==> config.mk <==
export PLATFORM = sky130hd
export DESIGN_NAME = config_control
export DESIGN_NICKNAME = d
export VERILOG_FILES = /design/src/rtl/boot_delay.v /design/src/rtl/config_control.v
export VERILOG_INCLUDE_DIRS = /design/src /design/src/rtl
export SDC_FILE = /design/constraint.sdc
export NUM_CORES = 1
export LEC_CHECK = 0
export ABC_CLOCK_PERIOD_IN_PS = 2000
export BUFFER_PORTS_ARGS = -buffer_cell sky130_fd_sc_hd__buf_4
export CELL_PAD_IN_SITES_DETAIL_PLACEMENT = 0
export CELL_PAD_IN_SITES_GLOBAL_PLACEMENT = 2
export CORE_MARGIN = 1.5
export CORE_UTILIZATION = 33
export CTS_CLUSTER_SIZE = 10
export DETAILED_ROUTE_END_ITERATION = 16
export PLACE_DENSITY_LB_ADDON = 0.1
export REMOVE_ABC_BUFFERS = 1
export SLEW_MARGIN = 25
export SYNTH_ARGS = -nofsm -noshare
export SYNTH_HDL_FRONTEND = slang
export SYNTH_SLANG_ARGS = --single-unit
export TNS_END_PERCENT = 50
==> constraint.sdc <==
create_clock -name ref_clk -period 2 [get_ports ref_clk]
set_clock_uncertainty 0.15 [all_clocks]
set_input_delay 0.1 -clock ref_clk [delete_from_list [all_inputs] [get_ports ref_clk]]
set_output_delay 0.1 -clock ref_clk [all_outputs]
set_load 0.01 [all_outputs]
==> src/rtl/config_control_map.vh <==
// Register offsets, field positions, reset values and timing counts for the configuration control block
`ifndef CONFIG_CONTROL_MAP_VH
`define CONFIG_CONTROL_MAP_VH

// ****************************************
// Register offsets (byte addresses)
// ****************************************
`define CFG_CTRL_OFFSET        4'h0
`define CFG_UNLOCK_OFFSET      4'h4
`define CFG_STATUS_OFFSET      4'h8
`define CFG_ADDR_BITS          4

// ****************************************
// Field positions of the control register
// ****************************************
`define CFG_PIN_LOCK_BIT       13
`define CFG_MOD_LOCK_BIT       12
`define CFG_DBG_EN_BIT         3
`define CFG_TDO_USE_BIT        0
`define CFG_ONES_MASK          32'h0000_0006

// ****************************************
// Reset values
// ****************************************
`define CFG_TDO_USE_RST        1'b1
`define CFG_LOCK_RST           1'b0

// ****************************************
// Unlock keys, written in order to the unlock register
// ****************************************
`define CFG_KEY1               32'haa99_6655
`define CFG_KEY2               32'h5566_99aa

// ****************************************
// Timing: fuse reload then fetch delay
// ****************************************
`define CFG_CLK_MHZ            20
`define CFG_FUSE_RELOAD_US     1
`define CFG_FUSE_CYCLES        (`CFG_FUSE_RELOAD_US * `CFG_CLK_MHZ)
`define CFG_FETCH_DLY_CYCLES   8
`define CFG_CNT_BITS           6

`endif

==> src/rtl/boot_delay.v <==
// Post-reset fuse reload and fetch delay sequencer
`timescale 1ns/1ps
`default_nettype none
`include "config_control_map.vh"

module boot_delay
(
  input  wire       ref_clk,
  input  wire       rst_b,
  output reg        fuse_load,
  output reg        fetch_ok
);

  localparam [1:0] ST_RELOAD = 2'h0;
  localparam [1:0] ST_WAIT   = 2'h1;
  localparam [1:0] ST_DONE   = 2'h2;

  // Counts worked out as integers, then cut to the counter width on purpose
  localparam integer FUSE_N  = `CFG_FUSE_CYCLES - 1;
  localparam integer FETCH_N = `CFG_FETCH_DLY_CYCLES - 1;

  localparam [`CFG_CNT_BITS-1:0] FUSE_LAST  = FUSE_N[`CFG_CNT_BITS-1:0];
  localparam [`CFG_CNT_BITS-1:0] FETCH_LAST = FETCH_N[`CFG_CNT_BITS-1:0];

  reg [1:0]               state_q;
  reg [`CFG_CNT_BITS-1:0] cnt_q;

  // ****************************************
  // Reload fuses, then count fetch cycles
  // ****************************************
  // One pulse of fuse_load at the end of reload lets the owner capture fuses once
  always @(posedge ref_clk or negedge rst_b)
  begin
    if (!rst_b)
    begin
      state_q   <= ST_RELOAD;
      cnt_q     <= {`CFG_CNT_BITS{1'b0}};
      fuse_load <= 1'b0;
      fetch_ok  <= 1'b0;
    end
    else
    begin
      fuse_load <= 1'b0;
      case (state_q)
        ST_RELOAD:
        begin
          if (cnt_q == FUSE_LAST)
          begin
            state_q   <= ST_WAIT;
            cnt_q     <= {`CFG_CNT_BITS{1'b0}};
            fuse_load <= 1'b1;
          end
          else
            cnt_q <= cnt_q + 1'b1;
        end
        ST_WAIT:
        begin
          if (cnt_q == FETCH_LAST)
          begin
            state_q  <= ST_DONE;
            fetch_ok <= 1'b1;
          end
          else
            cnt_q <= cnt_q + 1'b1;
        end
        ST_DONE:
          fetch_ok <= 1'b1;
        default:
          state_q <= ST_RELOAD;
      endcase
    end
  end

endmodule
`default_nettype wire

==> src/rtl/config_control.v <==
// Configuration control register with lock bits behind an AXI4-Lite slave
//
// Added by the designer: the AXI4-Lite register port and the placing of the registers.
`timescale 1ns/1ps
`default_nettype none
`include "config_control_map.vh"

module config_control
(
  input  wire        ref_clk,
  input  wire        rst_b,
  // AXI4-Lite slave
  input  wire [3:0]  s_axi_awaddr,
  input  wire        s_axi_awvalid,
  output reg         s_axi_awready,
  input  wire [31:0] s_axi_wdata,
  input  wire [3:0]  s_axi_wstrb,
  input  wire        s_axi_wvalid,
  output reg         s_axi_wready,
  output reg  [1:0]  s_axi_bresp,
  output reg         s_axi_bvalid,
  input  wire        s_axi_bready,
  input  wire [3:0]  s_axi_araddr,
  input  wire        s_axi_arvalid,
  output reg         s_axi_arready,
  output reg  [31:0] s_axi_rdata,
  output reg  [1:0]  s_axi_rresp,
  output reg         s_axi_rvalid,
  input  wire        s_axi_rready,
  // Configuration word zero, debug enable fuse (pin, synchronised here)
  input  wire        cfg_word0_dbg_en,
  // Writes headed for protected register groups
  input  wire        pin_select_wr_req,
  input  wire        module_disable_wr_req,
  output reg         pin_select_wr_en,
  output reg         module_disable_wr_en,
  // Control outputs
  output reg         debug_port_enable,
  output reg         two_wire_output_use,
  output reg         pin_select_lock,
  output reg         module_disable_lock,
  output reg         fetch_enable
);

  localparam [1:0] RESP_OKAY   = 2'b00;
  localparam [1:0] RESP_SLVERR = 2'b10;

  localparam [1:0] UL_IDLE = 2'h0;
  localparam [1:0] UL_KEY1 = 2'h1;
  localparam [1:0] UL_OPEN = 2'h2;

  // ****************************************
  // Fuse pin synchroniser and boot sequencer
  // ****************************************
  reg  fuse_s1_q;
  reg  fuse_s2_q;
  wire fuse_load;
  wire fetch_ok;

  // Two stages; only the second is read
  always @(posedge ref_clk or negedge rst_b)
  begin
    if (!rst_b)
    begin
      fuse_s1_q <= 1'b0;
      fuse_s2_q <= 1'b0;
    end
    else
    begin
      fuse_s1_q <= cfg_word0_dbg_en;
      fuse_s2_q <= fuse_s1_q;
    end
  end

  boot_delay boot_delay_i
  (
    .ref_clk   (ref_clk),
    .rst_b     (rst_b),
    .fuse_load (fuse_load),
    .fetch_ok  (fetch_ok)
  );

  // ****************************************
  // AXI4-Lite write channel capture
  // ****************************************
  reg        aw_held_q;
  reg        w_held_q;
  reg [3:0]  aw_addr_q;
  reg [31:0] w_data_q;
  reg [3:0]  w_strb_q;
  wire       aw_take = s_axi_awvalid & s_axi_awready;
  wire       w_take  = s_axi_wvalid & s_axi_wready;
  wire       wr_go   = aw_held_q & w_held_q & ~s_axi_bvalid;

  // Address and data taken in either order; held until response issued
  always @(posedge ref_clk or negedge rst_b)
  begin
    if (!rst_b)
    begin
      aw_held_q     <= 1'b0;
      w_held_q      <= 1'b0;
      aw_addr_q     <= 4'h0;
      w_data_q      <= 32'h0000_0000;
      w_strb_q      <= 4'h0;
      s_axi_awready <= 1'b0;
      s_axi_wready  <= 1'b0;
    end
    else
    begin
      s_axi_awready <= ~aw_held_q & ~aw_take & ~wr_go;
      s_axi_wready  <= ~w_held_q & ~w_take & ~wr_go;
      if (aw_take)
      begin
        aw_held_q <= 1'b1;
        aw_addr_q <= s_axi_awaddr;
      end
      else if (wr_go)
        aw_held_q <= 1'b0;
      if (w_take)
      begin
        w_held_q <= 1'b1;
        w_data_q <= s_axi_wdata;
        w_strb_q <= s_axi_wstrb;
      end
      else if (wr_go)
        w_held_q <= 1'b0;
    end
  end

  // ****************************************
  // Unlock sequence and control register
  // ****************************************
  reg  [1:0] ul_state_q;
  wire       wr_ctrl   = wr_go & (aw_addr_q == `CFG_CTRL_OFFSET);
  wire       wr_unlock = wr_go & (aw_addr_q == `CFG_UNLOCK_OFFSET);
  wire       wr_status = wr_go & (aw_addr_q == `CFG_STATUS_OFFSET);
  wire       unlocked  = (ul_state_q == UL_OPEN);

  // Two keys in a row open the locks; any other write to unlock closes them.
  // A control write consumes the open window so each lock change needs a fresh key.
  always @(posedge ref_clk or negedge rst_b)
  begin
    if (!rst_b)
      ul_state_q <= UL_IDLE;
    else if (wr_unlock)
    begin
      case (ul_state_q)
        UL_IDLE:  ul_state_q <= (w_data_q == `CFG_KEY1) ? UL_KEY1 : UL_IDLE;
        UL_KEY1:  ul_state_q <= (w_data_q == `CFG_KEY2) ? UL_OPEN : UL_IDLE;
        UL_OPEN:  ul_state_q <= UL_IDLE;
        default:  ul_state_q <= UL_IDLE;
      endcase
    end
    else if (wr_ctrl && unlocked)
      ul_state_q <= UL_IDLE;
  end

  // Control bits; byte lanes honoured
  always @(posedge ref_clk or negedge rst_b)
  begin
    if (!rst_b)
    begin
      debug_port_enable   <= 1'b0;
      two_wire_output_use <= `CFG_TDO_USE_RST;
      pin_select_lock     <= `CFG_LOCK_RST;
      module_disable_lock <= `CFG_LOCK_RST;
    end
    else
    begin
      if (fuse_load)
        debug_port_enable <= fuse_s2_q;
      else if (wr_ctrl && w_strb_q[0])
        debug_port_enable <= w_data_q[`CFG_DBG_EN_BIT];
      if (wr_ctrl && w_strb_q[0])
        two_wire_output_use <= w_data_q[`CFG_TDO_USE_BIT];
      // Locks move only while the unlock window is open
      if (wr_ctrl && w_strb_q[1] && unlocked)
      begin
        pin_select_lock     <= w_data_q[`CFG_PIN_LOCK_BIT];
        module_disable_lock <= w_data_q[`CFG_MOD_LOCK_BIT];
      end
    end
  end

  // ****************************************
  // Write response
  // ****************************************
  always @(posedge ref_clk or negedge rst_b)
  begin
    if (!rst_b)
    begin
      s_axi_bvalid <= 1'b0;
      s_axi_bresp  <= RESP_OKAY;
    end
    else if (wr_go)
    begin
      s_axi_bvalid <= 1'b1;
      s_axi_bresp  <= (wr_ctrl | wr_unlock | wr_status) ? RESP_OKAY : RESP_SLVERR;
    end
    else if (s_axi_bready)
      s_axi_bvalid <= 1'b0;
  end

  // ****************************************
  // Read channel
  // ****************************************
  reg [31:0] rd_word;

  // Unimplemented bits read zero, bits 2..1 of the control word read one
  always @*
  begin
    rd_word = 32'h0000_0000;
    case (s_axi_araddr)
      `CFG_CTRL_OFFSET:
      begin
        rd_word = `CFG_ONES_MASK;
        rd_word[`CFG_PIN_LOCK_BIT] = pin_select_lock;
        rd_word[`CFG_MOD_LOCK_BIT] = module_disable_lock;
        rd_word[`CFG_DBG_EN_BIT]   = debug_port_enable;
        rd_word[`CFG_TDO_USE_BIT]  = two_wire_output_use;
      end
      `CFG_UNLOCK_OFFSET: rd_word = {31'h0000_0000, unlocked};
      `CFG_STATUS_OFFSET: rd_word = {31'h0000_0000, fetch_ok};
      default:            rd_word = 32'h0000_0000;
    endcase
  end

  wire rd_hit = (s_axi_araddr == `CFG_CTRL_OFFSET) | (s_axi_araddr == `CFG_UNLOCK_OFFSET) |
                (s_axi_araddr == `CFG_STATUS_OFFSET);

  always @(posedge ref_clk or negedge rst_b)
  begin
    if (!rst_b)
    begin
      s_axi_arready <= 1'b0;
      s_axi_rvalid  <= 1'b0;
      s_axi_rdata   <= 32'h0000_0000;
      s_axi_rresp   <= RESP_OKAY;
    end
    else
    begin
      s_axi_arready <= ~s_axi_rvalid & ~s_axi_arready & s_axi_arvalid;
      if (s_axi_arvalid && s_axi_arready)
      begin
        s_axi_rvalid <= 1'b1;
        s_axi_rdata  <= rd_word;
        s_axi_rresp  <= rd_hit ? RESP_OKAY : RESP_SLVERR;
      end
      else if (s_axi_rready)
        s_axi_rvalid <= 1'b0;
    end
  end

  // ****************************************
  // Lock gating for protected write groups
  // ****************************************
  // Registered gate adds a cycle of latency but keeps the outputs clean
  always @(posedge ref_clk or negedge rst_b)
  begin
    if (!rst_b)
    begin
      pin_select_wr_en     <= 1'b0;
      module_disable_wr_en <= 1'b0;
      fetch_enable         <= 1'b0;
    end
    else
    begin
      pin_select_wr_en     <= pin_select_wr_req & ~pin_select_lock;
      module_disable_wr_en <= module_disable_wr_req & ~module_disable_lock;
      fetch_enable         <= fetch_ok;
    end
  end

endmodule
`default_nettype wire

# Word-level counts from Yosys, hierarchy flattened
# Cells that the tools add are included.
[classes]
n_addsub = 1
mul = 0
div_mod_pow = 0
magnitude_cmp = 0
n_eq_ne = 15
n_shift = 0
n_mux = 27
bitwise = 30
n_reduce_logical = 20
[ops]
columns = ["cell", "count"]
rows = [
  ["14-bit one-hot mux with 3 select lines", 1],
  ["32-bit by 31-bit equality test with 1-bit output (second input constant)", 1],
  ["32-bit equality test (second input constant)", 1],
  ["2-bit nonzero test", 8],
  ["1-bit AND", 15],
  ["2-bit two-way mux", 7],
  ["1-bit two-way mux", 13],
  ["6-bit two-way mux", 2],
  ["6-bit one-hot mux with 2 select lines", 1],
  ["1-bit inverter", 11],
  ["4-bit by 3-bit equality test with 1-bit output (second input constant)", 2],
  ["4-bit equality test (second input constant)", 2],
  ["4-bit logical NOT", 2],
  ["6-bit by 1-bit adder with 6-bit output (second input constant)", 1],
  ["6-bit by 3-bit equality test with 1-bit output (second input constant)", 1],
  ["6-bit by 5-bit equality test with 1-bit output (second input constant)", 1],
  ["2-bit one-hot mux with 3 select lines", 1],
  ["1-bit logical AND", 5],
  ["2-bit by 1-bit equality test with 1-bit output (second input constant)", 2],
  ["2-bit equality test (second input constant)", 2],
  ["2-bit logical NOT", 2],
  ["2-bit by 1-bit inequality test with 1-bit output (second input constant)", 2],
  ["1-bit OR", 4],
  ["2-bit one-hot mux with 2 select lines", 1],
  ["other kinds (4)", 5],
]
[totals]
regBits = 102
latch_bits = 0
ramBits = 0
rom_bits = 0
inputBits = 54
wordCells = 120
memories = 0

# Depth between registers and ports, before layout
[logic_depth]
ltp_word = 6
depth_mapped = 5

# Modules after synthesis
# A second synthesis with hierarchy kept.
[unflattened]
hier_cells = 254
hier_area_um2 = 3304.4
[by_module_without_submodules]
columns = ["mod", "n_inst", "cells_per_inst", "area_per_inst_um2", "seq_area_each_um2"]
rows = [
  ["config_control", 1, 211, 2792.7, 1577.8],
  ["boot_delay", 1, 43, 511.7, 250.2],
]

# Worst setup path after synthesis
# Ideal clock, no wire load.
[synth_timing]
path_type = "register to register"
from = "register s_axi_bvalid"
to = "register module_disable_lock"
setup_time_ns = 0.125
arrival_ns = 1.378
path_slack_ns = 0.347
stages_incl_launch_ff = 5
path_buffers = 0
synth_period_minus_slack_ns = 1.653
cell_sequence = "dfrtp_1 nand3b_1 nand2b_1 nor3_2 mux2_2"
[synth_via]
elab_chain_len = 5
[synth_lines]
columns = ["element", "line_no", "source"]
rows = [
  ["start: declaration", "config_control.v:21", "output reg s_axi_bvalid,"],
  ["start signal: assignment", "config_control.v:192", "s_axi_bvalid <= 1'b0;"],
  ["start signal: assignment", "config_control.v:197", "s_axi_bvalid <= 1'b1;"],
  ["start signal: assignment", "config_control.v:201", "s_axi_bvalid <= 1'b0;"],
  ["1-bit inverter", "config_control.v:93", "wire wr_go = aw_held_q & w_held_q & ~s_axi_bvalid;"],
  ["1-bit AND", "config_control.v:93", ""],
  ["1-bit AND", "config_control.v:134", "wire wr_ctrl = wr_go & (aw_addr_q == `CFG_CTRL_OFFSET);"],
  ["1-bit logical AND (2 in series)", "config_control.v:177", "if (wr_ctrl && w_strb_q[1] && unlocked)"],
  ["end signal: assignment", "config_control.v:166", "module_disable_lock <= `CFG_LOCK_RST;"],
  ["end signal: assignment", "config_control.v:180", "module_disable_lock <= w_data_q[`CFG_MOD_LOCK_BIT];"],
  ["end: declaration", "config_control.v:41", "output reg module_disable_lock,"],
]
# No other way between the ends.
# A chain may end at the register's enable or synchronous reset.

# Worst setup path after layout
[layout_timing]
from = "input s_axi_araddr[1]"
to = "register s_axi_rdata[3]"
[layout_via]
elab_chain_len = 2
word_cells_on_any_way = 4
cone_classes = "eq/ne (2); mux (1); reduce/logical (1)"
[layout_lines]
columns = ["element", "line_no", "source"]
rows = [
  ["start: declaration", "config_control.v:23", "input wire [3:0] s_axi_araddr,"],
  ["4-bit equality test (tied with other cells)", "config_control.v:213", "case (s_axi_araddr)"],
  ["14-bit one-hot mux with 3 select lines *", "config_control.v:213", ""],
  ["end signal: assignment", "config_control.v:246", "s_axi_rdata <= rd_word;"],
  ["end: declaration", "config_control.v:26", "output reg [31:0] s_axi_rdata,"],
]
# Mark *: on every way between the ends. The rest lies on a longest branch, timed or not.

==> metrics.md <==
| Metric | Value |
|---|---|
| Status | `finished clean` |
| Final Hold Fails | `0` |
| Setup TNS | `0 ns` |
| Mux contribution to synthesized area | `~16%` |
| Cell Area, Placed | `just under 0.004 mm2` |
| Vias per cell | `about 4.4` |
| PortBufs | `71` |
| Seq cells post-synth | `73` |
| Post-Synth XOR/XNOR Area | `0.2681%` |
| Final net count | `~440` |
| Gate Count Post-Synth | `about 260` |
| Clk sinks | `73` |
| Routed wire per std cell | `13.22 um` |
| RD Place Congestion | `around 0.67` |
| CTS tree | `yes` |
| Flip-flop and latch area | `between 0.0015 and 0.002 mm2` |
| Max Cap Viol | `0` |
| Unrepaired setup endpoints after global routing | `no` |
| Via count | `approximately 2,300` |
| Worst path slowest cell | `dlygate4sd3_1` |
| Max Slew Vio Count | `0` |
| Max H-tree Level | `3` |
| Fmax | `about 540 MHz` |
| Fill cells | `928` |
| Multi-input gate area | `0.001275 mm2` |
| Distinct cells, synth | `40` |
| CP arrival | `~2 ns` |
| Max clock buf depth | `2` |
| Post-CTS sizing | `0` |
| Die height | `around 100 um` |
| Num CTS Buffers | `9` |
| Final min period | `1.868 ns` |
| GR Overflow Total | `0` |
| Final setup viols | `0` |
| Detailed Route Iter0 Violations | `43` |
| Peak VDD IR | `~420 uV` |
| Cell area power density | `just over 1000 mW/mm2` |
| Layout cells sized above 1 | `between 30% and 40%` |
| FP Rows | `36` |
| Io pins | `about 100` |
| Max FO, Critical Path | `4` |
| ANT nets after route | `0` |
| Root Driver | `clkbuf_8` |
| Number of global-route vias before repair | `~2,200` |
| P_leak | `2.110 nW` |
| Setup crit end kind | `register` |
| DRC | `0` |
| Max incr delay on CP | `roughly 0.64 ns` |
| Hpwl dp | `around 4600 um` |
| Dominant cell type by count on the critical path | `dlygate4sd3_1` |
| Synth Area in Simple Gates | `between 10% and 20%` |
| Crit-path cells | `dlygate4sd3_1 > buf_4 > nor3_1 > nor3b_2 > dlygate4sd3_1 > a22o_1` |
| Mean Syn Cell Area | `12.71 um2` |
| Worst Tran Pin Value | `~0.57 ns` |
| Antenna fix cells | `0` |
| Fin area | `between 0.004 and 0.005 mm2` |
| Worst-case headroom to the max-slew limit | `roughly 62%` |
| Mapped Area | `0.003267 mm2` |
| Period utilization | `93.39%` |
| Clk slew on worst S/H paths | `0.08 ns` |
| Synthesized-area fraction occupied by adder cells | `0.3830%` |
| Core area | `0.009684 mm2` |
| Die area | `approximately 0.011 mm2` |
| Syn-to-layout area delta | `40.37%` |
| Crit path launch type | `input pin` |
| Worst Hold Class | `in2reg` |
| GRT Total Usage | `around 14%` |
| Initial antenna violation count | `0` |
| First-pass GRT wire length | `11,100 um` |
| Register area share after synthesis | `55.96%` |
| Routed Wire Length | `~7000 um` |
| Initial core utilization | `between 30% and 40%` |
| Yosys warns | `0` |
| Largest net degree at the start of global routing | `between 40 and 50` |
| Largest family of logic cells by synthesized area | `multiplexers` |
| CP Data Required Time | `~2.1 ns` |
| TritonRoute pass-1 iters | `4` |
| Post-synthesis compound-gate area fraction | `~5.5%` |
| Die X | `102.5 um` |
| Clock latency on the worst-skew pair | `0.34 ns` |
| Setup CP Type | `in2reg` |
## kinds of logic (layout without fill, tap and decap cells)
logic type / count (synthesis) / in the layout
XOR/XNOR: 1 / 1
buffers and inverters: 40 / 148
flip-flops: 73 / 73
other: 1 / 28
adder cells (fa/ha/maj): 1 / 1
AND/OR/NAND/NOR: 67 / 67
AO/OA/AOI/OAI: 28 / 28
multiplexers: 46 / 46
## through the flow
stage | setup WS (ns) | util [%] | hold slack, ns | instances | power [mW]
2_1_floorplan | 0.1445 | - | -0.3456 | 249 | 3.041
3_3_place_gp | 0.3290 | 40.03 | -0.008898 | 457 | 3.513
3_5_place_dp | 0.2793 | 40.03 | -0.008977 | 457 | 3.553
4_1_cts | 0.1268 | 47.35 | 0.07284 | 525 | 4.799
5_1_grt | 0.001343 | 47.35 | 0.09376 | 525 | 5.056
6_report | 0.1322 | 47.35 | 0.08749 | 525 | 4.721
## layout by cell type (no fill, tap or decap), types with 3 or more instances in the layout
cell type | synthesis | final
clkbuf_8 | 0 | 10
nand3b_1 | 3 | 3
clkbuf_1 | 1 | 3
nor2b_1 | 5 | 5
dlygate4sd3_1 | 0 | 52
a21oi_1 | 4 | 4
o21ai_0 | 10 | 10
nand2_1 | 18 | 18
dfrtp_1 | 72 | 72
mux2_2 | 43 | 43
buf_4 | 29 | 73
a211oi_1 | 3 | 3
nand3_1 | 3 | 3
a22o_1 | 4 | 4
inv_1 | 5 | 5
nand4_1 | 3 | 3
nor2_1 | 5 | 5
nor3_1 | 3 | 3
nor4bb_1 | 10 | 10
mux2i_1 | 3 | 3
conb_1 | 1 | 28
## worst paths after layout
path / start / endpoint / slack (ns) / cells past startpoint
max: s_axi_araddr[1] / s_axi_rdata[3] / 0.13 / 6
min: s_axi_araddr[2] / s_axi_rdata[0] / 0.09 / 4
max reg2reg: s_axi_arready / s_axi_rdata[3] / 0.14 / 5
min reg2reg: fuse_s1_q / fuse_s2_q / 0.21 / 0
max in group asynchronous: rst_b / boot_delay_i.state_q[0] / 0.97 / 3
min in group asynchronous: rst_b / s_axi_rvalid / 0.14 / 2
## synth_stat cells, drive strengths merged
library cell | n | area, um2
nand3 | 3 | 15.01
nor4bb | 10 | 100.1
nand2 | 18 | 67.56
a211oi | 3 | 22.52
and4bb | 2 | 25.02
o311ai | 1 | 8.760
nor3 | 4 | 25.02
nor2 | 5 | 18.77
nor4 | 2 | 12.51
conb | 1 | 3.750
nor3b | 3 | 27.52
inv | 5 | 18.77
o31ai | 1 | 7.510
nand4bb | 2 | 22.52
o21ai | 10 | 50.05
dfstp | 1 | 26.28
nand4b | 2 | 17.52
clkbuf | 1 | 3.750
o22ai | 1 | 6.260
nor2b | 5 | 31.28
mux2 | 43 | 484.2
nand2b | 2 | 12.51
nor4b | 2 | 32.53
nand3b | 3 | 22.52
ha | 1 | 12.51
a22o | 4 | 35.03
buf | 34 | 242.7
a31oi | 2 | 12.51
xor2 | 1 | 8.760
a21o | 2 | 16.27
nand4 | 3 | 18.77
a21oi | 4 | 20.02
or2 | 1 | 6.260
mux2i | 3 | 30.03
dfrtp | 72 | 1802
## routing by layer
| layer | track usage [%] | wire [um] | vias up |
|---|---|---|---|
| met3 | 2.983 | 291 | 13 |
| met1 | 19.67 | 3371 | 1132 |
| met2 | 20.63 | 3118 | 66 |
| li1 | - | - | 1125 |
| met4 | 7.271 | 157 | 0 |
| met5 | 0 | 0 | - |
## layout make-up
class / instances / share of cell area, %
Sequential cell: 73 / 39.86
Multi-Input combinational cell: 171 / 27.80
Timing Repair Buffer: 127 / 24.17
Tap cell: 133 / 3.629
Clock buffer: 13 / 3.247
Clock inverter: 3 / 0.8731
Inverter: 5 / 0.4093
## repair_timing
action | CTS | global route
setup buffers | 0 | 0
endpoints found under the hold margin | 95 | 0
hold buffers | 52 | 0
## worst max-delay path, delay by kind of cell
family / cells / cell delay [ns]
compound gates: 1 / 0.15
buf+inv: 3 / 1.31
simple gates: 2 / 0.44
## report_power, final
part / switching [mW] / internal, mW
combinational: 0.426 / 0.785
sequential: 0.394 / 1.97
clock: 0.533 / 0.609
total: 1.35 / 3.37
## state kept, by name, summed over array words and instances, names as in the netlist, 2 cells and up
signal / count
w_strb_q: 2
aw_addr_q: 4
boot_delay_i.state_q: 2
boot_delay_i.cnt_q: 6
w_data_q: 32
s_axi_rdata: 5
ul_state_q: 2
Power figures use the tool's default switching activity.
